**config.mk**
```make
export PLATFORM = sky130hd
export DESIGN_NAME = svdg_space_vector_duty_generator
export DESIGN_NICKNAME = d
export VERILOG_FILES = /design/src/shared/svdg_pkg.sv /design/src/hw/svdg_space_vector_duty_generator.sv
export SDC_FILE = /design/constraint.sdc
export NUM_CORES = 2
export LEC_CHECK = 0
export ABC_AREA = 1
export BUFFER_PORTS_ARGS = -buffer_cell sky130_fd_sc_hd__buf_2
export CORE_ASPECT_RATIO = 1.75
export CORE_MARGIN = 2
export CORE_UTILIZATION = 45
export CTS_CLUSTER_DIAMETER = 30
export DETAILED_ROUTE_END_ITERATION = 6
export PLACE_DENSITY = 0.62
export SETUP_SLACK_MARGIN = 0.3
export SLEW_MARGIN = 20
export SYNTH_ARGS = -nofsm -noshare
export SYNTH_HDL_FRONTEND = slang
export SYNTH_SLANG_ARGS = --single-unit
export TNS_END_PERCENT = 10
```
**constraint.sdc**
```tcl
create_clock -name sys_clk_i -period 10.5 [get_ports sys_clk_i]
set_clock_uncertainty 0.05 [all_clocks]
set_input_delay 1.575 -clock sys_clk_i [delete_from_list [all_inputs] [get_ports sys_clk_i]]
set_output_delay 1.575 -clock sys_clk_i [all_outputs]
set_load 0.1 [all_outputs]
```
**src/shared/svdg_pkg.sv**
```systemverilog
package svdg_pkg;

  // ***************************************************
  // fixed point and modulation constants
  // ***************************************************
  localparam int FRAC_BITS = 12;
  localparam logic signed [15:0] VDC_PU = 16'sh1B8D;
  localparam logic signed [15:0] BUS_SCALE = 16'sh0245;
  localparam logic signed [16:0] PERIOD_COUNT = 17'sh003E8;
  localparam logic signed [15:0] SQRT3 = 16'sh1BB7;
  localparam logic signed [15:0] SQRT3_HALF = 16'sh0DDB;
  localparam logic signed [15:0] THREE_HALF = 16'sh1800;

  // ***************************************************
  // timing
  // ***************************************************
  localparam int CLK_PERIOD_NS = 8;
  localparam int TICK_NS = 50;
  localparam int CTRL_PERIOD_NS = 2 * 1000 * TICK_NS;
  localparam int CTRL_PERIOD_CYCLES = CTRL_PERIOD_NS / CLK_PERIOD_NS;
  localparam int DIV_STEPS = 32;

  // ***************************************************
  // register port map
  // ***************************************************
  localparam logic [3:0] REG_CTRL = 4'h0;
  localparam logic [3:0] REG_STATUS = 4'h1;
  localparam logic [3:0] REG_CMP_U = 4'h2;
  localparam logic [3:0] REG_CMP_V = 4'h3;
  localparam logic [3:0] REG_CMP_W = 4'h4;
  localparam logic [3:0] REG_VDC = 4'h5;
  localparam int CTRL_ENABLE_BIT = 0;
  localparam logic CTRL_RESET = 1'b0;
  localparam int STAT_SECTOR_LSB = 0;
  localparam int STAT_BUSY_BIT = 4;
  localparam int STAT_SAT_BIT = 5;
  localparam int STAT_PEND_BIT = 6;

  // ***************************************************
  // sequencer states
  // ***************************************************
  typedef enum logic [6:0] {
    ST_IDLE = 7'b0000001,
    ST_MUL  = 7'b0000010,
    ST_XYZ  = 7'b0000100,
    ST_SECT = 7'b0001000,
    ST_DIV  = 7'b0010000,
    ST_ONT  = 7'b0100000,
    ST_DONE = 7'b1000000
  } svdg_state_e;

endpackage

```
**src/hw/svdg_space_vector_duty_generator.sv**
```systemverilog
// Chosen here: the address map and the address-and-strobe port.
`timescale 1ns/1ps

// Operation
// alpha and beta references come in, the bus value is a parameter, three phase compare values go out.
// every voltage input and the bus value are signed 4.12 fixed point.
// the per-unit bus value defaults to 1.722, coded 1B8D hex.
// the scaling constant is period count over bus value, 581 or 245 hex for a period of 1000.
// three auxiliary values and the X, Y, Z products are formed from the references.
// sector is one for a positive first aux value plus two for the second plus four for the third.
// the two active durations are picked from X, Y, Z and their negatives by sector.
// when both durations sum past the period count they are rescaled so they total the period count.
// on-times are a = (period - t1 - t2)/2, b = a + t1, c = b + t2.
// on-times are routed to the three compare channels by the sector table.
// the computation runs once per control period on the first timer underflow.
// the period count is 1000 ticks of 50 ns, a 100 us control period.
// all three compare values change together at one carrier boundary.
// products truncate to 12 fraction bits and sectors 0 and 7 give zero durations.
module svdg_space_vector_duty_generator #(
  parameter logic signed [15:0] VDC_PU = svdg_pkg::VDC_PU,
  parameter logic signed [15:0] BUS_SCALE = svdg_pkg::BUS_SCALE,
  parameter logic signed [16:0] PERIOD_COUNT = svdg_pkg::PERIOD_COUNT
) (
  input wire logic sys_clk_i,
  input wire logic reset_n_i,
  input wire logic signed [15:0] alpha_ref_i,
  input wire logic signed [15:0] beta_ref_i,
  input wire logic first_gp_timer_underflow_i,
  input wire logic [3:0] reg_addr_i,
  input wire logic [15:0] reg_wdata_i,
  input wire logic reg_wr_i,
  input wire logic reg_rd_i,
  output logic [15:0] reg_rdata_o,
  output logic [15:0] phase_u_compare_o,
  output logic [15:0] phase_v_compare_o,
  output logic [15:0] phase_w_compare_o,
  output logic compare_load_o,
  output logic [2:0] sector_o
);

  // ***************************************************
  // state
  // ***************************************************
  svdg_pkg::svdg_state_e state_q;
  logic enable_q;
  logic signed [15:0] alpha_q, beta_q;
  logic signed [15:0] ka_q, kb_q, aux_two_q, aux_three_q;
  logic signed [15:0] x_q, y_q, z_q;
  logic [2:0] sector_q;
  logic signed [15:0] first_active_duration_q, second_active_duration_q;
  logic [31:0] div_num_q;
  logic [17:0] div_rem_q;
  logic [5:0] div_cnt_q;
  logic sat_q;
  logic [15:0] pend_u_q, pend_v_q, pend_w_q;
  logic pend_valid_q;

  // ***************************************************
  // combinational arithmetic
  // ***************************************************
  logic signed [31:0] prod_ka, prod_kb, prod_r3a;
  logic signed [31:0] prod_x, prod_y1, prod_y2;
  logic signed [15:0] r3a, aux_one, v2_pre, v3_pre;
  logic signed [16:0] dur_sum;
  logic [17:0] div_try;
  logic [16:0] div_den;
  logic signed [16:0] ton_a, ton_b, ton_c;
  logic signed [15:0] sel_t1, sel_t2;
  logic signed [16:0] sel_sum;

  // scaled references: bus constant times alpha and beta, back to counts
  assign prod_ka = BUS_SCALE * alpha_q;
  assign prod_kb = BUS_SCALE * beta_q;
  assign prod_r3a = svdg_pkg::SQRT3 * alpha_q;
  assign r3a = prod_r3a[27:12];
  assign aux_one = beta_q;
  assign v2_pre = r3a - beta_q;
  assign v3_pre = -r3a - beta_q;

  // products for X, Y and Z from the already scaled references
  assign prod_x = svdg_pkg::SQRT3 * kb_q;
  assign prod_y1 = svdg_pkg::SQRT3_HALF * kb_q;
  assign prod_y2 = svdg_pkg::THREE_HALF * ka_q;

  assign dur_sum = 17'(first_active_duration_q)
                 + 17'(second_active_duration_q);
  assign div_den = 17'(dur_sum);
  assign div_try = {div_rem_q[16:0], div_num_q[31]};

  // on-times, computed after any rescaling has finished
  assign ton_a = (PERIOD_COUNT - 17'(first_active_duration_q)
               - 17'(second_active_duration_q)) >>> 1;
  assign ton_b = ton_a + 17'(first_active_duration_q);
  assign ton_c = ton_b + 17'(second_active_duration_q);

  // durations picked straight from X, Y, Z so the saturation test sees this pass
  always_comb begin
    case (sector_q)
      3'h1: {sel_t1, sel_t2} = {z_q, y_q};
      3'h2: {sel_t1, sel_t2} = {y_q, -x_q};
      3'h3: {sel_t1, sel_t2} = {-z_q, x_q};
      3'h4: {sel_t1, sel_t2} = {-x_q, z_q};
      3'h5: {sel_t1, sel_t2} = {x_q, -y_q};
      3'h6: {sel_t1, sel_t2} = {-y_q, -z_q};
      default: {sel_t1, sel_t2} = {16'sh0000, 16'sh0000};
    endcase
  end
  assign sel_sum = 17'(sel_t1) + 17'(sel_t2);

  // ***************************************************
  // register port
  // ***************************************************
  // control register: only the enable bit is stored
  always_ff @(posedge sys_clk_i or negedge reset_n_i) begin
    if (!reset_n_i) begin
      enable_q <= svdg_pkg::CTRL_RESET;
    end else if (reg_wr_i && reg_addr_i == svdg_pkg::REG_CTRL) begin
      enable_q <= reg_wdata_i[svdg_pkg::CTRL_ENABLE_BIT];
    end
  end

  // read data stands only in the cycle after the strobe
  always_ff @(posedge sys_clk_i or negedge reset_n_i) begin
    if (!reset_n_i) begin
      reg_rdata_o <= 16'h0000;
    end else if (reg_rd_i) begin
      case (reg_addr_i)
        svdg_pkg::REG_CTRL: begin
          reg_rdata_o <= {15'h0000, enable_q};
        end
        svdg_pkg::REG_STATUS: begin
          reg_rdata_o <= {9'h000, pend_valid_q, sat_q,
                          (state_q != svdg_pkg::ST_IDLE), 1'b0,
                          sector_q};
        end
        svdg_pkg::REG_CMP_U: reg_rdata_o <= phase_u_compare_o;
        svdg_pkg::REG_CMP_V: reg_rdata_o <= phase_v_compare_o;
        svdg_pkg::REG_CMP_W: reg_rdata_o <= phase_w_compare_o;
        svdg_pkg::REG_VDC: reg_rdata_o <= VDC_PU;
        default: reg_rdata_o <= 16'h0000;
      endcase
    end else begin
      reg_rdata_o <= 16'h0000;
    end
  end

  // ***************************************************
  // sequencer
  // ***************************************************
  // one pass per underflow; an underflow while busy is dropped so a
  // half-computed set never mixes with fresh samples
  always_ff @(posedge sys_clk_i or negedge reset_n_i) begin
    if (!reset_n_i) begin
      state_q <= svdg_pkg::ST_IDLE;
    end else begin
      case (state_q)
        svdg_pkg::ST_IDLE: begin
          if (first_gp_timer_underflow_i && enable_q) begin
            state_q <= svdg_pkg::ST_MUL;
          end
        end
        svdg_pkg::ST_MUL: state_q <= svdg_pkg::ST_XYZ;
        svdg_pkg::ST_XYZ: state_q <= svdg_pkg::ST_SECT;
        svdg_pkg::ST_SECT: begin
          if (sel_sum > PERIOD_COUNT) begin
            state_q <= svdg_pkg::ST_DIV;
          end else begin
            state_q <= svdg_pkg::ST_ONT;
          end
        end
        svdg_pkg::ST_DIV: begin
          if (div_cnt_q == 6'(svdg_pkg::DIV_STEPS)) begin
            state_q <= svdg_pkg::ST_ONT;
          end
        end
        svdg_pkg::ST_ONT: state_q <= svdg_pkg::ST_DONE;
        svdg_pkg::ST_DONE: state_q <= svdg_pkg::ST_IDLE;
        default: state_q <= svdg_pkg::ST_IDLE;
      endcase
    end
  end

  // ***************************************************
  // sampling and products
  // ***************************************************
  // references are frozen at the underflow for the whole pass
  always_ff @(posedge sys_clk_i or negedge reset_n_i) begin
    if (!reset_n_i) begin
      alpha_q <= 16'sh0000;
      beta_q <= 16'sh0000;
    end else if (state_q == svdg_pkg::ST_IDLE
                 && first_gp_timer_underflow_i && enable_q) begin
      alpha_q <= alpha_ref_i;
      beta_q <= beta_ref_i;
    end
  end

  // scaled references and the halved aux values
  always_ff @(posedge sys_clk_i or negedge reset_n_i) begin
    if (!reset_n_i) begin
      ka_q <= 16'sh0000;
      kb_q <= 16'sh0000;
      aux_two_q <= 16'sh0000;
      aux_three_q <= 16'sh0000;
    end else if (state_q == svdg_pkg::ST_MUL) begin
      ka_q <= prod_ka[27:12];
      kb_q <= prod_kb[27:12];
      aux_two_q <= v2_pre >>> 1;
      aux_three_q <= v3_pre >>> 1;
    end
  end

  // X, Y, Z and the sector flags
  always_ff @(posedge sys_clk_i or negedge reset_n_i) begin
    if (!reset_n_i) begin
      x_q <= 16'sh0000;
      y_q <= 16'sh0000;
      z_q <= 16'sh0000;
      sector_q <= 3'h0;
    end else if (state_q == svdg_pkg::ST_XYZ) begin
      x_q <= prod_x[27:12];
      y_q <= 16'(prod_y1[27:12] + prod_y2[27:12]);
      z_q <= 16'(prod_y1[27:12] - prod_y2[27:12]);
      sector_q <= {aux_three_q > 16'sh0000,
                   aux_two_q > 16'sh0000,
                   aux_one > 16'sh0000};
    end
  end

  // ***************************************************
  // durations and saturation
  // ***************************************************
  // the divider yields t1 scaled; t2 takes the remainder of the period
  // so the pair totals exactly the period count despite truncation
  always_ff @(posedge sys_clk_i or negedge reset_n_i) begin
    if (!reset_n_i) begin
      first_active_duration_q <= 16'sh0000;
      second_active_duration_q <= 16'sh0000;
    end else if (state_q == svdg_pkg::ST_SECT) begin
      first_active_duration_q <= sel_t1;
      second_active_duration_q <= sel_t2;
    end else if (state_q == svdg_pkg::ST_DIV
                 && div_cnt_q == 6'(svdg_pkg::DIV_STEPS)) begin
      first_active_duration_q <= div_num_q[15:0];
      second_active_duration_q <= 16'(PERIOD_COUNT) - div_num_q[15:0];
    end
  end

  // restoring divider: t1 * period / (t1 + t2), one bit per cycle;
  // a negative t1 is not expected in a valid sector and is not guarded
  always_ff @(posedge sys_clk_i or negedge reset_n_i) begin
    if (!reset_n_i) begin
      div_num_q <= 32'h00000000;
      div_rem_q <= 18'h00000;
      div_cnt_q <= 6'h00;
    end else if (state_q == svdg_pkg::ST_SECT) begin
      div_num_q <= 32'(sel_t1) * 32'(PERIOD_COUNT);
      div_rem_q <= 18'h00000;
      div_cnt_q <= 6'h00;
    end else if (state_q == svdg_pkg::ST_DIV
                 && div_cnt_q != 6'(svdg_pkg::DIV_STEPS)) begin
      if (div_try >= {1'b0, div_den}) begin
        div_rem_q <= div_try - {1'b0, div_den};
        div_num_q <= {div_num_q[30:0], 1'b1};
      end else begin
        div_rem_q <= div_try;
        div_num_q <= {div_num_q[30:0], 1'b0};
      end
      div_cnt_q <= div_cnt_q + 6'h01;
    end
  end

  // saturation flag for software, refreshed every pass
  always_ff @(posedge sys_clk_i or negedge reset_n_i) begin
    if (!reset_n_i) begin
      sat_q <= 1'b0;
    end else if (state_q == svdg_pkg::ST_SECT) begin
      sat_q <= (sel_sum > PERIOD_COUNT);
    end
  end

  // ***************************************************
  // phase routing
  // ***************************************************
  // results wait in a pending set until the next carrier boundary
  always_ff @(posedge sys_clk_i or negedge reset_n_i) begin
    if (!reset_n_i) begin
      pend_u_q <= 16'h0000;
      pend_v_q <= 16'h0000;
      pend_w_q <= 16'h0000;
    end else if (state_q == svdg_pkg::ST_ONT) begin
      case (sector_q)
        3'h1: begin
          pend_u_q <= ton_b[15:0];
          pend_v_q <= ton_a[15:0];
          pend_w_q <= ton_c[15:0];
        end
        3'h2: begin
          pend_u_q <= ton_a[15:0];
          pend_v_q <= ton_c[15:0];
          pend_w_q <= ton_b[15:0];
        end
        3'h3: begin
          pend_u_q <= ton_a[15:0];
          pend_v_q <= ton_b[15:0];
          pend_w_q <= ton_c[15:0];
        end
        3'h4: begin
          pend_u_q <= ton_c[15:0];
          pend_v_q <= ton_b[15:0];
          pend_w_q <= ton_a[15:0];
        end
        3'h5: begin
          pend_u_q <= ton_c[15:0];
          pend_v_q <= ton_a[15:0];
          pend_w_q <= ton_b[15:0];
        end
        3'h6: begin
          pend_u_q <= ton_b[15:0];
          pend_v_q <= ton_c[15:0];
          pend_w_q <= ton_a[15:0];
        end
        default: begin
          pend_u_q <= ton_a[15:0];
          pend_v_q <= ton_a[15:0];
          pend_w_q <= ton_a[15:0];
        end
      endcase
    end
  end

  // pending flag: the done state sets it, the boundary load clears it;
  // if both come in one cycle the done state wins, as the clear is not limited to idle
  always_ff @(posedge sys_clk_i or negedge reset_n_i) begin
    if (!reset_n_i) begin
      pend_valid_q <= 1'b0;
    end else if (state_q == svdg_pkg::ST_DONE) begin
      pend_valid_q <= 1'b1;
    end else if (first_gp_timer_underflow_i) begin
      pend_valid_q <= 1'b0;
    end
  end

  // ***************************************************
  // compare outputs
  // ***************************************************
  // all three channels load on the same underflow edge
  always_ff @(posedge sys_clk_i or negedge reset_n_i) begin
    if (!reset_n_i) begin
      phase_u_compare_o <= 16'h0000;
      phase_v_compare_o <= 16'h0000;
      phase_w_compare_o <= 16'h0000;
      sector_o <= 3'h0;
      compare_load_o <= 1'b0;
    end else if (first_gp_timer_underflow_i && pend_valid_q) begin
      phase_u_compare_o <= pend_u_q;
      phase_v_compare_o <= pend_v_q;
      phase_w_compare_o <= pend_w_q;
      sector_o <= sector_q;
      compare_load_o <= 1'b1;
    end else begin
      compare_load_o <= 1'b0;
    end
  end

endmodule

```
==> impl_metrics.tcl <==
set metrics [dict create \
    status "completed" \
    drv_slew 0 \
    netlist_area_um2 44900 \
    post-synth-top-count-cell "nand2_1" \
    r2r_cells 30 \
    post_cts_resized 0 \
    min_period_over_period 0.765 \
    avgSynthCellArea_um2 7.69 \
    syn_nets 6851 \
    rows 153 \
    synth_enable_flop_cells 0 \
    setup_tns_ps 0 \
    cts_hold_buf 0 \
    drtIter0Drc 1892 \
    core-area_um2 99200 \
    cp_slowest_cell "dfrtp_1" \
    wl_um 141000 \
    vias_per_cell 5.37 \
    rsz0062_at_grt "no" \
    setup_viol 0 \
    fill_cells 9881 \
    ys_seq_area_frac 0.198 \
    syn2layout_area_growth_pct 10.7 \
    rr_startpoint "alpha_q[6]$_DFFE_PN0P_" \
    die_area_um2 102000 \
    cts_setup_buffers 0 \
    cp_data_arrival_time_ps 8540 \
    critPathMostFrequentCell "nand2_1" \
    critPathRequiredTime_ps 11010 \
    wl_per_cell_um 19.2 \
    ys.flop_type "dfrtp_1" \
    async_flop_share 1.00 \
    whs_endpoint "phase_u_compare_o[11]$_DFFE_PN0P_" \
    synth_common_cells "nand2_1 (1141), inv_1 (1104), ha_1 (617)" \
    antenna_found_initial 1 \
    crit_fanout 10 \
    drive_gt1_frac 0.0631 \
    yosysTopAreaCell "dfrtp_1" \
    path_clk_slew_ps 50 \
    worstMarginPinSlew_ps 1100 \
    hold_path.startpoint "pend_u_q[11]$_DFFE_PN0P_" \
    grt_pass1_vias 41350 \
    holdPathStages 2 \
    clock.fmax_mhz 124 \
    reg2reg_to "aux_three_q[11]$_DFFE_PN0P_" \
    crit_family "adder cells" \
    final_nets 6961 \
    crit_path_max_incr_delay_ps 670 \
    numCtsBuffers 77 \
    timing.max_cap.violations 0 \
    yosysWarnings 0 \
    multi_input_area_um2 31300 \
    synth_cell_types 70 \
    io_pins 125 \
    cts_tree "yes" \
    yosys.area.top_type_share 0.197 \
    first_pass_iters 6 \
    hold_class "flip-flop to flip-flop" \
    dieWidth_um 243 \
    grt_max_degree 84 \
    htree_levels 3 \
    place_congestion 0.970 \
    clockBufferDepth 3 \
    cp-start-kind "flip-flop" \
    grt_usage 0.277 \
    grt_overflow 0 \
    die_h_um 422 \
    slew_headroom 0.262 \
    hpwl_um 117000 \
    clock_latency_ps 690 \
    io_buffer_count 109 \
    start_util 0.453 \
    cts-root-buf "clkbuf_16" \
    drc 0 \
    r2r_slack_ps 2460 \
    grt_pass1_wl_um 221000 \
    endpoint_kind "flip-flop" \
    crit_buf_inv 3 \
    final.min_clock_period_ps 8040 \
    path_class "flip-flop to flip-flop" \
    ant_nets 0 \
    ys_ff_latch 355 \
    regArea_um2 8880 \
    syn_inst 5835 \
    synthTopCellsByArea "dfrtp_1 (20%), ha_1 (17%), fa_1 (15%)" \
    final_hold_viol_count 0 \
    dr_total_vias 39349 \
    cp_num_cells 30 \
    clock_sinks 355 \
]
## flip-flops by register name (all words and copies together), names as in the netlist, 15 cells and up
| name | count |
|---|---|
| div_num_q | 32 |
| div_rem_q | 17 |
| alpha_q | 16 |
| aux_one | 16 |
| first_active_duration_q | 16 |
| pend_u_q | 16 |
| pend_v_q | 16 |
| pend_w_q | 16 |
| phase_u_compare_o | 16 |
| phase_v_compare_o | 16 |
| phase_w_compare_o | 16 |
| reg_rdata_o | 16 |
| second_active_duration_q | 16 |
| x_q | 16 |
| y_q | 16 |
| aux_three_q | 15 |
| aux_two_q | 15 |
| ka_q | 15 |
| kb_q | 15 |
| z_q | 15 |
## kinds of logic (layout without fill, tap and decap cells)
kind of cell | Yosys count | in the layout | share of synthesized area
simple gates | 1961 | 1961 | 0.185
mux | 1 | 1 | 0.000251
compound gates | 1070 | 1070 | 0.139
other cells | 1 | 3 | 0.0000835
flops | 355 | 355 | 0.198
buf+inv | 1242 | 1414 | 0.105
xor+xnor | 246 | 246 | 0.0482
fa+ha+maj | 959 | 959 | 0.325
## cell type report
| cell class | instances | share of cell area |
|---|---|---|
| inverters | 1124 | 0.0850 |
| well taps | 1317 | 0.0332 |
| repair buffers | 149 | 0.0176 |
| clock inverters | 49 | 0.0136 |
| multi-input cells | 4238 | 0.631 |
| clock buffers | 92 | 0.0409 |
| flip-flops and latches | 355 | 0.179 |
| diodes | 2 | 0.000101 |
## stage by stage
stage	worst slack, ps	util	hold WS (ps)	cell area, µm²	std cells
6_report	2460	0.501	420	49700	7326
4_1_cts	2490	0.500	426	49600	7323
5_1_grt	1950	0.501	448	49700	7324
3_5_place_dp	2540	0.473	408	46900	7182
3_3_place_gp	2500	0.473	412	46900	7182
2_1_floorplan	2800	-	392	44900	5835
## worst min-delay path, stage by stage (launching register included)
cell	delay, ps
dfrtp_1	340
nand2_1	50
nand2_1	40
## cell usage in the layout (no fill, tap or decap), types with 16 or more instances in the layout
cell / instances
nand2_1: 1140
xor2_1: 166
fa_1: 342
o21ai_0: 376
clkbuf_16: 77
inv_2: 16
a21o_1: 31
nor2_1: 314
nor4_1: 24
nor3_1: 66
dfrtp_1: 354
nand4_1: 52
o22ai_1: 56
o21bai_1: 32
or2_2: 37
buf_2: 108
nand3b_1: 16
o221ai_1: 35
inv_1: 1104
a221oi_1: 22
a21oi_1: 340
ha_1: 617
xnor2_1: 79
a31oi_1: 37
nand3_1: 267
o211ai_1: 42
buf_4: 39
## worst max path at each step
stage               slack, ps                     from                     endpoint
finish                   2460   alpha_q[6]$_DFFE_PN0P_  aux_three_q[11]$_DFFE_PN0P_
floorplan                2800  alpha_q[15]$_DFFE_PN0P_  aux_three_q[14]$_DFFE_PN0P_
global route             1950   alpha_q[7]$_DFFE_PN0P_  aux_three_q[11]$_DFFE_PN0P_
global placement         2500   alpha_q[6]$_DFFE_PN0P_  aux_three_q[11]$_DFFE_PN0P_
detailed placement       2540   alpha_q[6]$_DFFE_PN0P_  aux_three_q[11]$_DFFE_PN0P_
CTS                      2490   alpha_q[6]$_DFFE_PN0P_  aux_three_q[11]$_DFFE_PN0P_
## metal layers
| layer | global-route usage | vias up | wire length, µm |
|---|---|---|---|
| li1 | - | 19215 | - |
| met1 | 0.245 | 18675 | 45200 |
| met2 | 0.550 | 956 | 78400 |
| met3 | 0.0374 | 503 | 4490 |
| met4 | 0.218 | 0 | 12600 |
| met5 | 0 | - | 0 |
Power is left out: the tool's default activity adds up to more than one toggle a clock period on the data nets, which glitch-free logic cannot reach.
